==> config.mk <==
export PLATFORM = sky130hd
export DESIGN_NAME = rss_core
export DESIGN_NICKNAME = d
export VERILOG_FILES = /design/src/verilog/rss_pkg.sv /design/src/verilog/rss_core.sv
export VERILOG_INCLUDE_DIRS = /design/src /design/src/verilog
export SDC_FILE = /design/constraint.sdc
export NUM_CORES = 1
export LEC_CHECK = 0
export ABC_AREA = 0
export BUFFER_PORTS_ARGS = -buffer_cell sky130_fd_sc_hd__buf_2
export CAP_MARGIN = 5
export CELL_PAD_IN_SITES_DETAIL_PLACEMENT = 1
export CELL_PAD_IN_SITES_GLOBAL_PLACEMENT = 2
export CORE_ASPECT_RATIO = 1.2
export CORE_UTILIZATION = 39
export CTS_BUF_LIST = sky130_fd_sc_hd__clkbuf_16
export DETAILED_ROUTE_END_ITERATION = 8
export GPL_TIMING_DRIVEN = 0
export PLACE_DENSITY = 0.92
export RECOVER_POWER = 100
export SYNTH_ARGS = -nofsm -noshare
export SYNTH_HDL_FRONTEND = slang
export SYNTH_SLANG_ARGS = --single-unit
==> constraint.sdc <==
create_clock -name clk -period 7 [get_ports clk]
set_input_delay 0.35 -clock clk [delete_from_list [all_inputs] [get_ports clk]]
set_output_delay 0.35 -clock clk [all_outputs]
set_load 0.02 [all_outputs]
==> src/verilog/rss_regs.svh <==
// register offsets, field positions, reset values and counts of the shift/stamp/calib block
// Operation
// - alarm hour and day fields only count when their mask bit is clear
// - weekday select makes day units a weekday and ignores day tens
// - alarm am/pm flag is compared together with the hour fields
// - write protection key is write-only and always reads zero
// - subsecond readout returns the live synchronous down-counter
// - readout may exceed the divider after a shift; counter keeps it
// - fraction subtract is added to the synchronous counter, delaying the clock
// - new shift writes are ignored while a shift is pending
// - any shift register write clears the shadow synced flag
// - advance one second pulses the calendar forward and reads as zero
// - stamp captures are valid only while stamp flag set; clearing zeroes them
// - stamp event latches counter, time, am/pm, date, month, weekday
// - captured weekday is three bits, zero meaning none
// - calibration suppresses programmed pulses in each 2^20 kernel pulse window
// - sixteen second cycle halves the window and forces count bit 0 low
// - eight second cycle quarters the window and forces count bits 1:0 low
// - insert enable adds one kernel pulse every 2^11 pulses
// - tamper one enabled by bit 0, tamper two by bit 3
// - polarity picks level with filtering, edge without filtering
// - tamper interrupt only raised when tamper irq enable is set
// - filter codes 1,2,3 need 2,4,8 matching samples
// - shift write sets pending flag immediately until shift applied
// - stamp flag set by hardware on event, cleared by writing 0
`ifndef RSS_REGS_SVH
`define RSS_REGS_SVH
`define RSS_OFF_STATUS 8'h0C
`define RSS_OFF_DIVIDER 8'h10
`define RSS_OFF_ALARM 8'h1C
`define RSS_OFF_WPKEY 8'h24
`define RSS_OFF_FRACTION_COUNTER_READOUT 8'h28
`define RSS_OFF_SHIFT 8'h2C
`define RSS_OFF_TSTIME 8'h30
`define RSS_OFF_TSDATE 8'h34
`define RSS_OFF_TSSUB 8'h38
`define RSS_OFF_CAL 8'h3C
`define RSS_OFF_TAMPER 8'h40
`define RSS_ST_PEND 3
`define RSS_ST_SYNC 5
`define RSS_ST_TS 11
`define RSS_ST_TSOVR 12
`define RSS_ST_TP1 13
`define RSS_SH_ADD 31
`define RSS_CAL_C16 13
`define RSS_CAL_C8 14
`define RSS_CAL_INS 15
`define RSS_TA_EN1 0
`define RSS_TA_POL1 1
`define RSS_TA_IE 2
`define RSS_TA_EN2 3
`define RSS_TA_POL2 4
`define RSS_TA_FLT 11
`define RSS_DIV_RESET 15'h00FF
`define RSS_APRE_RESET 7'h7F
`define RSS_INS_PHASE 11'h7FF
`endif

==> src/verilog/rss_pkg.sv <==
// types shared by the shift/stamp/calib block
package rss_pkg;
  // live calendar time, same layout as the time registers
  typedef struct packed {
    logic am_pm_flag;
    logic [1:0] hour_t;
    logic [3:0] hour_u;
    logic rsv_m;
    logic [2:0] min_t;
    logic [3:0] min_u;
    logic rsv_s;
    logic [2:0] sec_t;
    logic [3:0] sec_u;
  } rss_time_s;
  // live calendar date, weekday 0 = none, 1..7 = monday..sunday
  typedef struct packed {
    logic [2:0] weekday;
    logic mon_t;
    logic [3:0] mon_u;
    logic [1:0] rsv;
    logic [1:0] day_t;
    logic [3:0] day_u;
  } rss_date_s;
  // alarm a match word
  typedef struct packed {
    logic alarm_day_mask;
    logic weekday_select;
    logic [1:0] day_tens_bcd;
    logic [3:0] day_units_bcd;
    logic alarm_hour_mask;
    logic am_pm_flag;
    logic [1:0] hour_t;
    logic [3:0] hour_u;
    logic min_mask;
    logic [2:0] min_t;
    logic [3:0] min_u;
    logic sec_mask;
    logic [2:0] sec_t;
    logic [3:0] sec_u;
  } rss_alarm_s;
endpackage

==> src/verilog/rss_core.sv <==
// shift unit, subsecond counter, timestamp, smooth calibration, tamper 1/2, alarm a match
`timescale 1ns/1ps
`include "rss_regs.svh"
module rss_core #(
  // kernel pulses per async tick, minus one
  parameter logic [6:0] ASYNC_DIV = `RSS_APRE_RESET
) (
  // clock and backup-domain reset
  input wire logic clk,
  input wire logic rst_b,
  // wishbone classic slave
  input wire logic wb_cyc_i,
  input wire logic wb_stb_i,
  input wire logic wb_we_i,
  input wire logic [7:0] wb_adr_i,
  input wire logic [3:0] wb_sel_i,
  input wire logic [31:0] wb_dat_i,
  output logic [31:0] wb_dat_o,
  output logic wb_ack_o,
  // calendar side
  input wire rss_pkg::rss_time_s cal_time,
  input wire rss_pkg::rss_date_s cal_date,
  input wire logic stamp_trigger,
  output logic second_tick,
  output logic advance_one_second,
  output logic alarm_hit,
  // tamper pins
  input wire logic tamper_input_one,
  input wire logic tamper_input_two,
  output logic tamper_irq
);

  // whole state of the block in one word
  typedef struct packed {
    // bus answer
    logic ack;
    logic [31:0] rdat;
    // software configuration
    rss_pkg::rss_alarm_s alarm;
    logic [14:0] sync_divider_value;
    logic [8:0] suppressed_pulse_count;
    logic sixteen_second_cycle;
    logic eight_second_cycle;
    logic pulse_insert_enable;
    logic [1:0] tp_en;
    logic [1:0] tp_pol;
    logic tamper_irq_enable;
    logic [1:0] tamper_filter_count;
    // prescaler chain and calibration window
    logic [6:0] apre;
    logic [15:0] fraction_counter;
    logic [19:0] win;
    // shift unit
    logic shift_pending_flag;
    logic [14:0] fraction_subtract;
    logic add_pending;
    // status flags
    logic shadow_synced_flag;
    logic stamp_event_flag;
    logic stamp_overrun;
    // timestamp captures, zero while the stamp flag is clear
    rss_pkg::rss_time_s ts_time;
    rss_pkg::rss_date_s ts_date;
    logic [15:0] ts_frac;
    // tamper detection
    logic [1:0] tp_flag;
    logic [1:0] tp_prev;
    logic [1:0][3:0] tp_run;
    // registered pulses and levels for the outputs
    logic sec_tick;
    logic add_sec;
    logic alarm_hit;
    logic irq;
  } rss_state_s;

  // current state and the value it takes at the next clock
  rss_state_s s_ff;
  rss_state_s nxt_s;

  // byte-lane mask from wishbone select
  function automatic logic [31:0] lane_mask(input logic [3:0] sel);
    lane_mask = {{8{sel[3]}}, {8{sel[2]}}, {8{sel[1]}}, {8{sel[0]}}};
  endfunction

  // bus decode
  logic take;
  logic wr;
  logic [31:0] bmask;
  // tamper pins
  logic [1:0] tp_in;
  // calibration and prescaler step
  logic suppress;
  logic insert;
  logic [1:0] step;
  logic apre_tick;
  logic [8:0] cal_eff;
  logic [19:0] win_pos;
  logic [19:0] win_lim;
  // synchronous counter before a shift is added
  logic [15:0] frac_base;
  // tamper filter length and events
  logic [3:0] need;
  logic [1:0] tp_evt;
  // register words for reads and merged writes
  logic [31:0] rd;
  logic [31:0] st_word;
  logic [31:0] wst;
  // alarm field compares
  logic match_hour;
  logic match_day;
  logic match_low;

  // both tamper pins as one vector, pin one in bit 0
  assign tp_in = {tamper_input_two, tamper_input_one};

  // one process computes every next value; the state register follows below
  always_comb
  begin
    nxt_s = s_ff;
    // a request is taken once; the ack cycle itself is not taken again
    take = wb_cyc_i & wb_stb_i & ~s_ff.ack;
    wr = take & wb_we_i;
    bmask = lane_mask(wb_sel_i);
    nxt_s.ack = take;
    // one-clock pulses fall back to zero unless raised below
    nxt_s.sec_tick = 1'b0;
    nxt_s.add_sec = 1'b0;

    // effective suppress count and window size by cycle length
    // the shorter windows look at fewer window bits and drop a scaled count,
    // so the average rate correction stays the same for all three lengths
    cal_eff = s_ff.suppressed_pulse_count;
    win_pos = s_ff.win;
    win_lim = {11'h000, cal_eff};
    if (s_ff.eight_second_cycle)
    begin
      win_pos = {2'b00, s_ff.win[17:0]};
      win_lim = {13'h0000, cal_eff[8:2]};
    end
    else if (s_ff.sixteen_second_cycle)
    begin
      win_pos = {1'b0, s_ff.win[18:0]};
      win_lim = {12'h000, cal_eff[8:1]};
    end
    // suppressed pulses sit at the start of each window
    // limitation: the dropped pulses come in one burst, not spread out
    suppress = win_pos < win_lim;
    insert = s_ff.pulse_insert_enable & (s_ff.win[10:0] == `RSS_INS_PHASE);
    nxt_s.win = s_ff.win + 20'h0_0001;
    // pulses per clock: 0 dropped, 1 plain, 2 with an inserted pulse;
    // a drop and an insert in one clock cancel out
    unique case ({suppress, insert})
      2'b10: step = 2'd0;
      2'b01: step = 2'd2;
      default: step = 2'd1;
    endcase

    // asynchronous prescaler takes 0, 1 or 2 kernel pulses per clock
    // an insert can step over zero, so the reload keeps the surplus pulse
    apre_tick = {1'b0, s_ff.apre} < {6'h00, step};
    if (apre_tick)
      nxt_s.apre = 7'(({1'b0, ASYNC_DIV} + 8'h01 + {1'b0, s_ff.apre}) - {6'h00, step});
    else
      nxt_s.apre = 7'({1'b0, s_ff.apre} - {6'h00, step});

    // synchronous down-counter; a shift lands on an async tick
    // applying it only on a tick keeps the counter from moving between async ticks
    frac_base = s_ff.fraction_counter;
    if (apre_tick)
    begin
      if (s_ff.fraction_counter == 16'h0000)
      begin
        frac_base = {1'b0, s_ff.sync_divider_value};
        nxt_s.sec_tick = 1'b1;
      end
      else
        frac_base = s_ff.fraction_counter - 16'h0001;
    end
    nxt_s.fraction_counter = frac_base;
    if (apre_tick & s_ff.shift_pending_flag)
    begin
      // counter may land above the divider; it just counts down from there
      nxt_s.fraction_counter = frac_base + {1'b0, s_ff.fraction_subtract};
      nxt_s.add_sec = s_ff.add_pending;
      nxt_s.shift_pending_flag = 1'b0;
      nxt_s.add_pending = 1'b0;
    end

    // tamper detection, both inputs alike
    // edge mode compares against last clock's sample; level mode counts
    // matching samples and fires once, when the run reaches the filter length
    // the run counter saturates so a long level never wraps into a second event
    unique case (s_ff.tamper_filter_count)
      2'd1: need = 4'd2;
      2'd2: need = 4'd4;
      2'd3: need = 4'd8;
      default: need = 4'd0;
    endcase
    for (int i = 0; i < 2; i++)
    begin
      nxt_s.tp_prev[i] = tp_in[i];
      tp_evt[i] = 1'b0;
      if (tp_in[i] == s_ff.tp_pol[i])
        nxt_s.tp_run[i] = (s_ff.tp_run[i] == 4'hF) ? 4'hF : s_ff.tp_run[i] + 4'h1;
      else
        nxt_s.tp_run[i] = 4'h0;
      if (s_ff.tp_en[i])
      begin
        if (s_ff.tamper_filter_count == 2'd0)
          tp_evt[i] = (tp_in[i] != s_ff.tp_prev[i]) & (tp_in[i] != s_ff.tp_pol[i]);
        else
          tp_evt[i] = (tp_in[i] == s_ff.tp_pol[i]) & (s_ff.tp_run[i] == need - 4'h1);
      end
    end

    // alarm a compare of the live calendar
    // weekday select reuses the units field and ignores the tens
    match_hour = s_ff.alarm.alarm_hour_mask |
      ({s_ff.alarm.am_pm_flag, s_ff.alarm.hour_t, s_ff.alarm.hour_u} ==
       {cal_time.am_pm_flag, cal_time.hour_t, cal_time.hour_u});
    if (s_ff.alarm.weekday_select)
      match_day = s_ff.alarm.day_units_bcd == {1'b0, cal_date.weekday};
    else
      match_day = {s_ff.alarm.day_tens_bcd, s_ff.alarm.day_units_bcd} ==
        {cal_date.day_t, cal_date.day_u};
    match_day = match_day | s_ff.alarm.alarm_day_mask;
    // minutes and seconds, each with its own mask bit
    match_low = (s_ff.alarm.min_mask |
      ({s_ff.alarm.min_t, s_ff.alarm.min_u} == {cal_time.min_t, cal_time.min_u})) &
      (s_ff.alarm.sec_mask |
      ({s_ff.alarm.sec_t, s_ff.alarm.sec_u} == {cal_time.sec_t, cal_time.sec_u}));
    nxt_s.alarm_hit = match_hour & match_day & match_low;

    // status word as read
    // bits that carry no flag read zero
    st_word = 32'h0000_0000;
    st_word[`RSS_ST_PEND] = s_ff.shift_pending_flag;
    st_word[`RSS_ST_SYNC] = s_ff.shadow_synced_flag;
    st_word[`RSS_ST_TS] = s_ff.stamp_event_flag;
    st_word[`RSS_ST_TSOVR] = s_ff.stamp_overrun;
    st_word[`RSS_ST_TP1 +: 2] = s_ff.tp_flag;

    // register writes, merged per byte lane; clears come before sets below
    // a partial write keeps the untouched lanes at their current value, except the shift word, whose untouched lanes write zero
    wst = (st_word & ~bmask) | (wb_dat_i & bmask);
    if (wr)
    begin
      unique case (wb_adr_i)
        `RSS_OFF_STATUS:
        begin
          // write 0 clears, write 1 leaves alone
          nxt_s.shadow_synced_flag = s_ff.shadow_synced_flag & wst[`RSS_ST_SYNC];
          nxt_s.stamp_event_flag = s_ff.stamp_event_flag & wst[`RSS_ST_TS];
          nxt_s.stamp_overrun = s_ff.stamp_overrun & wst[`RSS_ST_TSOVR];
          nxt_s.tp_flag = s_ff.tp_flag & wst[`RSS_ST_TP1 +: 2];
        end
        // divider takes only its low fifteen bits
        `RSS_OFF_DIVIDER:
          nxt_s.sync_divider_value = 15'(({17'h0_0000, s_ff.sync_divider_value} & ~bmask) |
            (wb_dat_i & bmask));
        // alarm word is kept whole; the compare picks out its fields
        `RSS_OFF_ALARM:
          nxt_s.alarm = (s_ff.alarm & ~bmask) | (wb_dat_i & bmask);
        `RSS_OFF_SHIFT:
        begin
          // the sync flag drops even when a pending shift blocks the new value
          nxt_s.shadow_synced_flag = 1'b0;
          if (!s_ff.shift_pending_flag)
          begin
            nxt_s.fraction_subtract = 15'(wb_dat_i & bmask);
            nxt_s.add_pending = wb_dat_i[`RSS_SH_ADD] & wb_sel_i[3];
            nxt_s.shift_pending_flag = 1'b1;
          end
        end
        `RSS_OFF_CAL:
        begin
          // low count bits are forced to zero for the shorter windows
          wst = (st_word & 32'h0000_0000) | ({16'h0000, s_ff.pulse_insert_enable,
            s_ff.eight_second_cycle, s_ff.sixteen_second_cycle, 4'h0,
            s_ff.suppressed_pulse_count} & ~bmask) | (wb_dat_i & bmask);
          nxt_s.sixteen_second_cycle = wst[`RSS_CAL_C16];
          nxt_s.eight_second_cycle = wst[`RSS_CAL_C8];
          nxt_s.pulse_insert_enable = wst[`RSS_CAL_INS];
          nxt_s.suppressed_pulse_count = wst[8:0];
          if (wst[`RSS_CAL_C16])
            nxt_s.suppressed_pulse_count[0] = 1'b0;
          if (wst[`RSS_CAL_C8])
            nxt_s.suppressed_pulse_count[1:0] = 2'b00;
        end
        `RSS_OFF_TAMPER:
        begin
          // merge over the current configuration, as for the calibration word
          wst = ({19'h0_0000, s_ff.tamper_filter_count, 6'h00, s_ff.tp_pol[1],
            s_ff.tp_en[1], s_ff.tamper_irq_enable, s_ff.tp_pol[0], s_ff.tp_en[0]} & ~bmask) |
            (wb_dat_i & bmask);
          nxt_s.tp_en = {wst[`RSS_TA_EN2], wst[`RSS_TA_EN1]};
          nxt_s.tp_pol = {wst[`RSS_TA_POL2], wst[`RSS_TA_POL1]};
          nxt_s.tamper_irq_enable = wst[`RSS_TA_IE];
          nxt_s.tamper_filter_count = wst[`RSS_TA_FLT +: 2];
        end
        default: ; // key, read-only and unmapped words take no write
      endcase
    end

    // clearing the stamp flag wipes the captures
    // a new event in the same clock refills them just below
    if (!nxt_s.stamp_event_flag)
    begin
      nxt_s.ts_time = '0;
      nxt_s.ts_date = '0;
      nxt_s.ts_frac = 16'h0000;
    end

    // hardware sets win over a software clear in the same cycle
    // a shift accepted in this clock counts as pending, so the copy is not
    // marked synced while the shift is still to be applied
    if (apre_tick & ~s_ff.shift_pending_flag & ~nxt_s.shift_pending_flag)
      nxt_s.shadow_synced_flag = 1'b1;
    if (stamp_trigger)
    begin
      // overrun keeps a clear written in this clock unless the flag was already up
      nxt_s.stamp_overrun = nxt_s.stamp_overrun | s_ff.stamp_event_flag;
      nxt_s.stamp_event_flag = 1'b1;
      nxt_s.ts_time = cal_time;
      nxt_s.ts_date = cal_date;
      nxt_s.ts_frac = s_ff.fraction_counter;
    end
    // tamper flags: a new event beats a clear in the same clock
    nxt_s.tp_flag = nxt_s.tp_flag | tp_evt;
    // the request follows the flags one clock later
    nxt_s.irq = s_ff.tamper_irq_enable & (|s_ff.tp_flag);

    // read mux, registered together with ack
    // the key is taken and thrown away: this block has no write protection,
    // so key and shift words only ever read back as zero
    unique case (wb_adr_i)
      `RSS_OFF_STATUS: rd = st_word;
      `RSS_OFF_DIVIDER: rd = {17'h0_0000, s_ff.sync_divider_value};
      `RSS_OFF_ALARM: rd = s_ff.alarm;
      `RSS_OFF_FRACTION_COUNTER_READOUT: rd = {16'h0000, s_ff.fraction_counter};
      `RSS_OFF_TSTIME: rd = {9'h000, s_ff.ts_time};
      `RSS_OFF_TSDATE: rd = {16'h0000, s_ff.ts_date};
      `RSS_OFF_TSSUB: rd = {16'h0000, s_ff.ts_frac};
      `RSS_OFF_CAL: rd = {16'h0000, s_ff.pulse_insert_enable, s_ff.eight_second_cycle,
        s_ff.sixteen_second_cycle, 4'h0, s_ff.suppressed_pulse_count};
      `RSS_OFF_TAMPER: rd = {19'h0_0000, s_ff.tamper_filter_count, 6'h00, s_ff.tp_pol[1],
        s_ff.tp_en[1], s_ff.tamper_irq_enable, s_ff.tp_pol[0], s_ff.tp_en[0]};
      default: rd = 32'h0000_0000; // key and shift words read zero
    endcase
    // data is zero outside the ack cycle so the bus never shows stale words
    nxt_s.rdat = (take & ~wb_we_i) ? rd : 32'h0000_0000;
  end

  // single state register; async reset loads constants only
  // the divider and async prescaler leave reset at their default division
  always_ff @(posedge clk or negedge rst_b)
  begin
    if (!rst_b)
    begin
      s_ff <= '0;
      s_ff.sync_divider_value <= `RSS_DIV_RESET;
      s_ff.apre <= `RSS_APRE_RESET;
    end
    else
      s_ff <= nxt_s;
  end

  // outputs straight from the state register
  // so no output carries a combinational path from the bus
  assign wb_ack_o = s_ff.ack;
  assign wb_dat_o = s_ff.rdat;
  assign second_tick = s_ff.sec_tick;
  assign advance_one_second = s_ff.add_sec;
  assign alarm_hit = s_ff.alarm_hit;
  assign tamper_irq = s_ff.irq;

endmodule

==> metrics.csv <==
stage;metric;value;unit
run_status;status;finished, violations left;
run_status;failing checks;capacitance limit, slew limit;
cts;CTS clock-pin slew for the worst setup and hold paths;60;ps
logic_synthesis;cell accounting for the most synthesized area;dfrtp_1;
finish;# diodes;0;
die;IO Count;128;
worst_hold_path;worst hold path type;input port to flip-flop;
worst_setup_path;crit path DAT;6780;ps
die;Starting Density;0.399;
worst_setup_path;Critical Path Stages;24;
sta;Achievable Freq;158;MHz
drt;first drt pass iteration count;5;
die;DIE WIDTH;162;um
die;floorplan row count;69;
sta;Tcrit/Tclk final;0.906;
global_routing;total track usage;0.250;
drt;Initial DRC Count;613;
sta;Final Skew;14.2;ps
logic_synthesis;share of the synthesized area in the top cell type;0.458;
power_and_ir_drop;LEAKAGE;6.33;nW
worst_setup_path;worst path cell trace;clkbuf_1 -> nor2_1 -> a21oi_1 -> ha_1 -> nor2b_1 -> o21ai_0 -> nand2b_1 -> a21oi_1 -> o21ai_0 -> ha_1 -> inv_1 -> ha_1 -> a2111o_1 -> or3_1 -> clkbuf_1 -> a21oi_1 -> inv_1 -> ha_1 -> a211oi_1 -> o211ai_1 -> a21oi_1 -> nor3_1 -> o311ai_1 -> xor2_1;
logic_synthesis;Synth Register Bits;233;
worst_setup_path;reg-to-reg critical path startpoint;s_ff[142]$_DFFE_PN0P_;
worst_setup_path;flop-to-flop setup slack;660;ps
logic_synthesis;Yosys cell types;67;
logic_synthesis;Post-synth top cells;218 x dfrtp_1, 92 x nand2_1, 70 x mux2_2, 63 x a22o_1, 63 x nor2_1;
placement;routability-driven placement congestion ratio;0.929;
job;number of max-cap violations;1;
finish;Final Non-Filler Cells;1676;
finish;nets;1400;
logic_synthesis;Synthesized Nets;1244;
placement;Cells after DPL;1633;
sta;final setup violating endpoints;0;
finish;Area Overhead vs Synth;15.7;%
placement;DP Worst Slack;512;ps
worst_setup_path;worst-path maximum fanout;11;
die;die area;0.0313;mm2
logic_synthesis;count leader, synth;dfrtp_1;
power_and_ir_drop;IR drop worst, VDD;167;uV
drt;Routed wire per std cell;23.0;um
worst_setup_path;Setup CP Type;flip-flop to flip-flop;
placement;half-perimeter wire length after placement;29000;um
cts;CTS Buf Count;25;
sta;Max Slew Vio Count;114;
cts;H-tree depth;1;
drt;DRT antenna net count;0;
power_and_ir_drop;pwr dens;256;mW/mm2
global_routing;gr ovfl total;0;
logic_synthesis;Post-Syn Area;0.0119;mm2
worst_setup_path;type of origin of the critical path;flip-flop;
worst_setup_path;crit path launch;s_ff[142]$_DFFE_PN0P_;
drt;routed vias;9639;
logic_synthesis;largest cells by area after synthesis;dfrtp_1 46%, mux2_2 6.6%, a22o_1 4.6%, ha_1 3.8%, dfstp_2 3.3%;
cts;clock buffer depth;3;
worst_setup_path;CP peak stage delay;620;ps
worst_setup_path;RR Endpoint;s_ff[126]$_DFF_PN0_;
worst_setup_path;critical path capture point type;flip-flop;
logic_synthesis;EDFF count, synth;0;
global_routing;initial antenna violation count;1;
worst_setup_path;R2R depth;24;
cts;clock sinks;233;
global_routing;vias in the first global route;10600;
logic_synthesis;top_reg_cell synth;dfrtp_1;
logic_synthesis;Ys Warns;0;
cts;worst skew pair latency;530;ps
sta;hold slack;64.6;ps
worst_setup_path;Crit path max-delay family;compound AO/OA/AOI/OAI gates;
global_routing;largest net degree at the start of global routing;122;
cts;Root Driver;clkbuf_16;
global_routing;first-pass GRT wire length;60900;um
drt;Post-Route WL;38500;um
sta;RSZ-0062 raised after global routing;false;
drt;Via density;5.75;
worst_setup_path;worst setup path end;s_ff[126]$_DFF_PN0_;
placement;IO Port Bufs;125;
sta;Fin. Hold Viols;0;
sta;PnR worst setup slack;659;ps
finish;share of cells above drive strength 1;0.191;
logic_synthesis;average cell area after synthesis;10.7;um2
cts;CTS tree;built;
die;core box area;0.0299;mm2
logic_synthesis;register area share after synthesis;0.491;
logic_synthesis;asr flop ratio synth;1.00;
worst_setup_path;CP max-delay cell;dfrtp_1;
sta;relative slew slack;-2.57;
sta;Slew @ Worst Pin;5360;ps
worst_setup_path;Worst Path Required;7440;ps
logic_synthesis;Cells after Synth;1115;
die;Die Height;193;um
sta;Final min period;6340;ps
worst_setup_path;crit path buf inv count;4;
drt;residual DRC count;0;
sta;Setup TNS Final;0;ps
==> how the worst min path moves through the flow <==
stage                     depth (start not counted)               start                    endpoint
after CTS                                         2        wb_dat_i[17]                   flip-flop
final                                             2        wb_dat_i[17]                   flip-flop
after global routing                              2        cal_date[10]        s_ff[42]$_DFFE_PN0P_
after global placement                            1  wb_ack_o$_DFF_PN0_          wb_ack_o$_DFF_PN0_
after floorplan                                   0               rst_b  asynchronous set/reset pin
after detailed placement                          1               rst_b           s_ff[4]$_DFF_PN0_
==> routing by layer <==
layer	vias up	share of wire	global-route usage
met5	-	0	0
met4	0	0.051	0.125
met3	98	0.052	0.0399
met2	310	0.50	0.438
met1	4876	0.40	0.296
li1	4355	-	-
==> cell usage in the layout, fill, tap and decap left out, types with 7 or more instances in the layout <==
cell type  count
dfrtp_1      218
nand2_1       92
buf_2         86
clkbuf_1      85
mux2_2        70
nor2_1        64
a22o_1        63
a21oi_1       51
o21ai_0       45
xnor2_1       41
inv_1         38
xor2_1        36
ha_1          36
buf_4         33
a22oi_1       27
nand3_1       26
clkbuf_16     25
nor3_1        20
and3_1        18
mux2i_1       17
a31oi_1       15
dfstp_2       15
nor4_1        11
a222oi_1      11
nand4_1        9
or3_1          8
o21a_1         7
o22ai_1        7
a221oi_1       7
==> cell families (layout without fill, tap and decap cells) <==
kind of cell / count (synthesis) / count (layout) / synth area share
adder cells (fa/ha/maj): 38 / 38 / 0.0412
flip-flops: 233 / 233 / 0.491
buffers and inverters: 116 / 287 / 0.0473
AO/OA/AOI/OAI: 281 / 281 / 0.168
XOR/XNOR: 77 / 77 / 0.0566
AND/OR/NAND/NOR: 283 / 283 / 0.116
multiplexers: 87 / 87 / 0.0805
==> area by class of cell <==
cell class / count / area [um2]
Sequential cell: 233 / 5850
Clock buffer: 25 / 626
Buffer: 81 / 428
Tap cell: 390 / 488
Clock inverter: 17 / 128
Inverter: 33 / 124
Multi-Input combinational cell: 766 / 5490
Fill cell: 3361 / 16100
Timing Repair Buffer: 131 / 648
==> power by group <==
group	internal (mW)	switching, mW
Sequential	1.46	0.0968
Clock	0.716	0.548
Combinational	0.271	0.440
Total	2.45	1.08
==> metrics by stage <==
step	cell area, um2	util	power [mW]
after CTS	13900	0.464	3.55
final	13800	0.461	3.53
after global placement	13000	0.436	2.25
after floorplan	11900	-	2.02
after global routing	13800	0.461	3.70
after detailed placement	13100	0.438	2.28
==> timing repair <==
| item | 4_1_cts | 5_1_grt |
|---|---|---|
| buffers inserted | 0 | 0 |
| hold buffers | 3 | 0 |
| setup endpoints to repair | 0 | 1 |
| gates resized for setup | 0 | 1 |
| endpoints found under the hold margin | 114 | 0 |
Power figures use the tool's default switching activity.
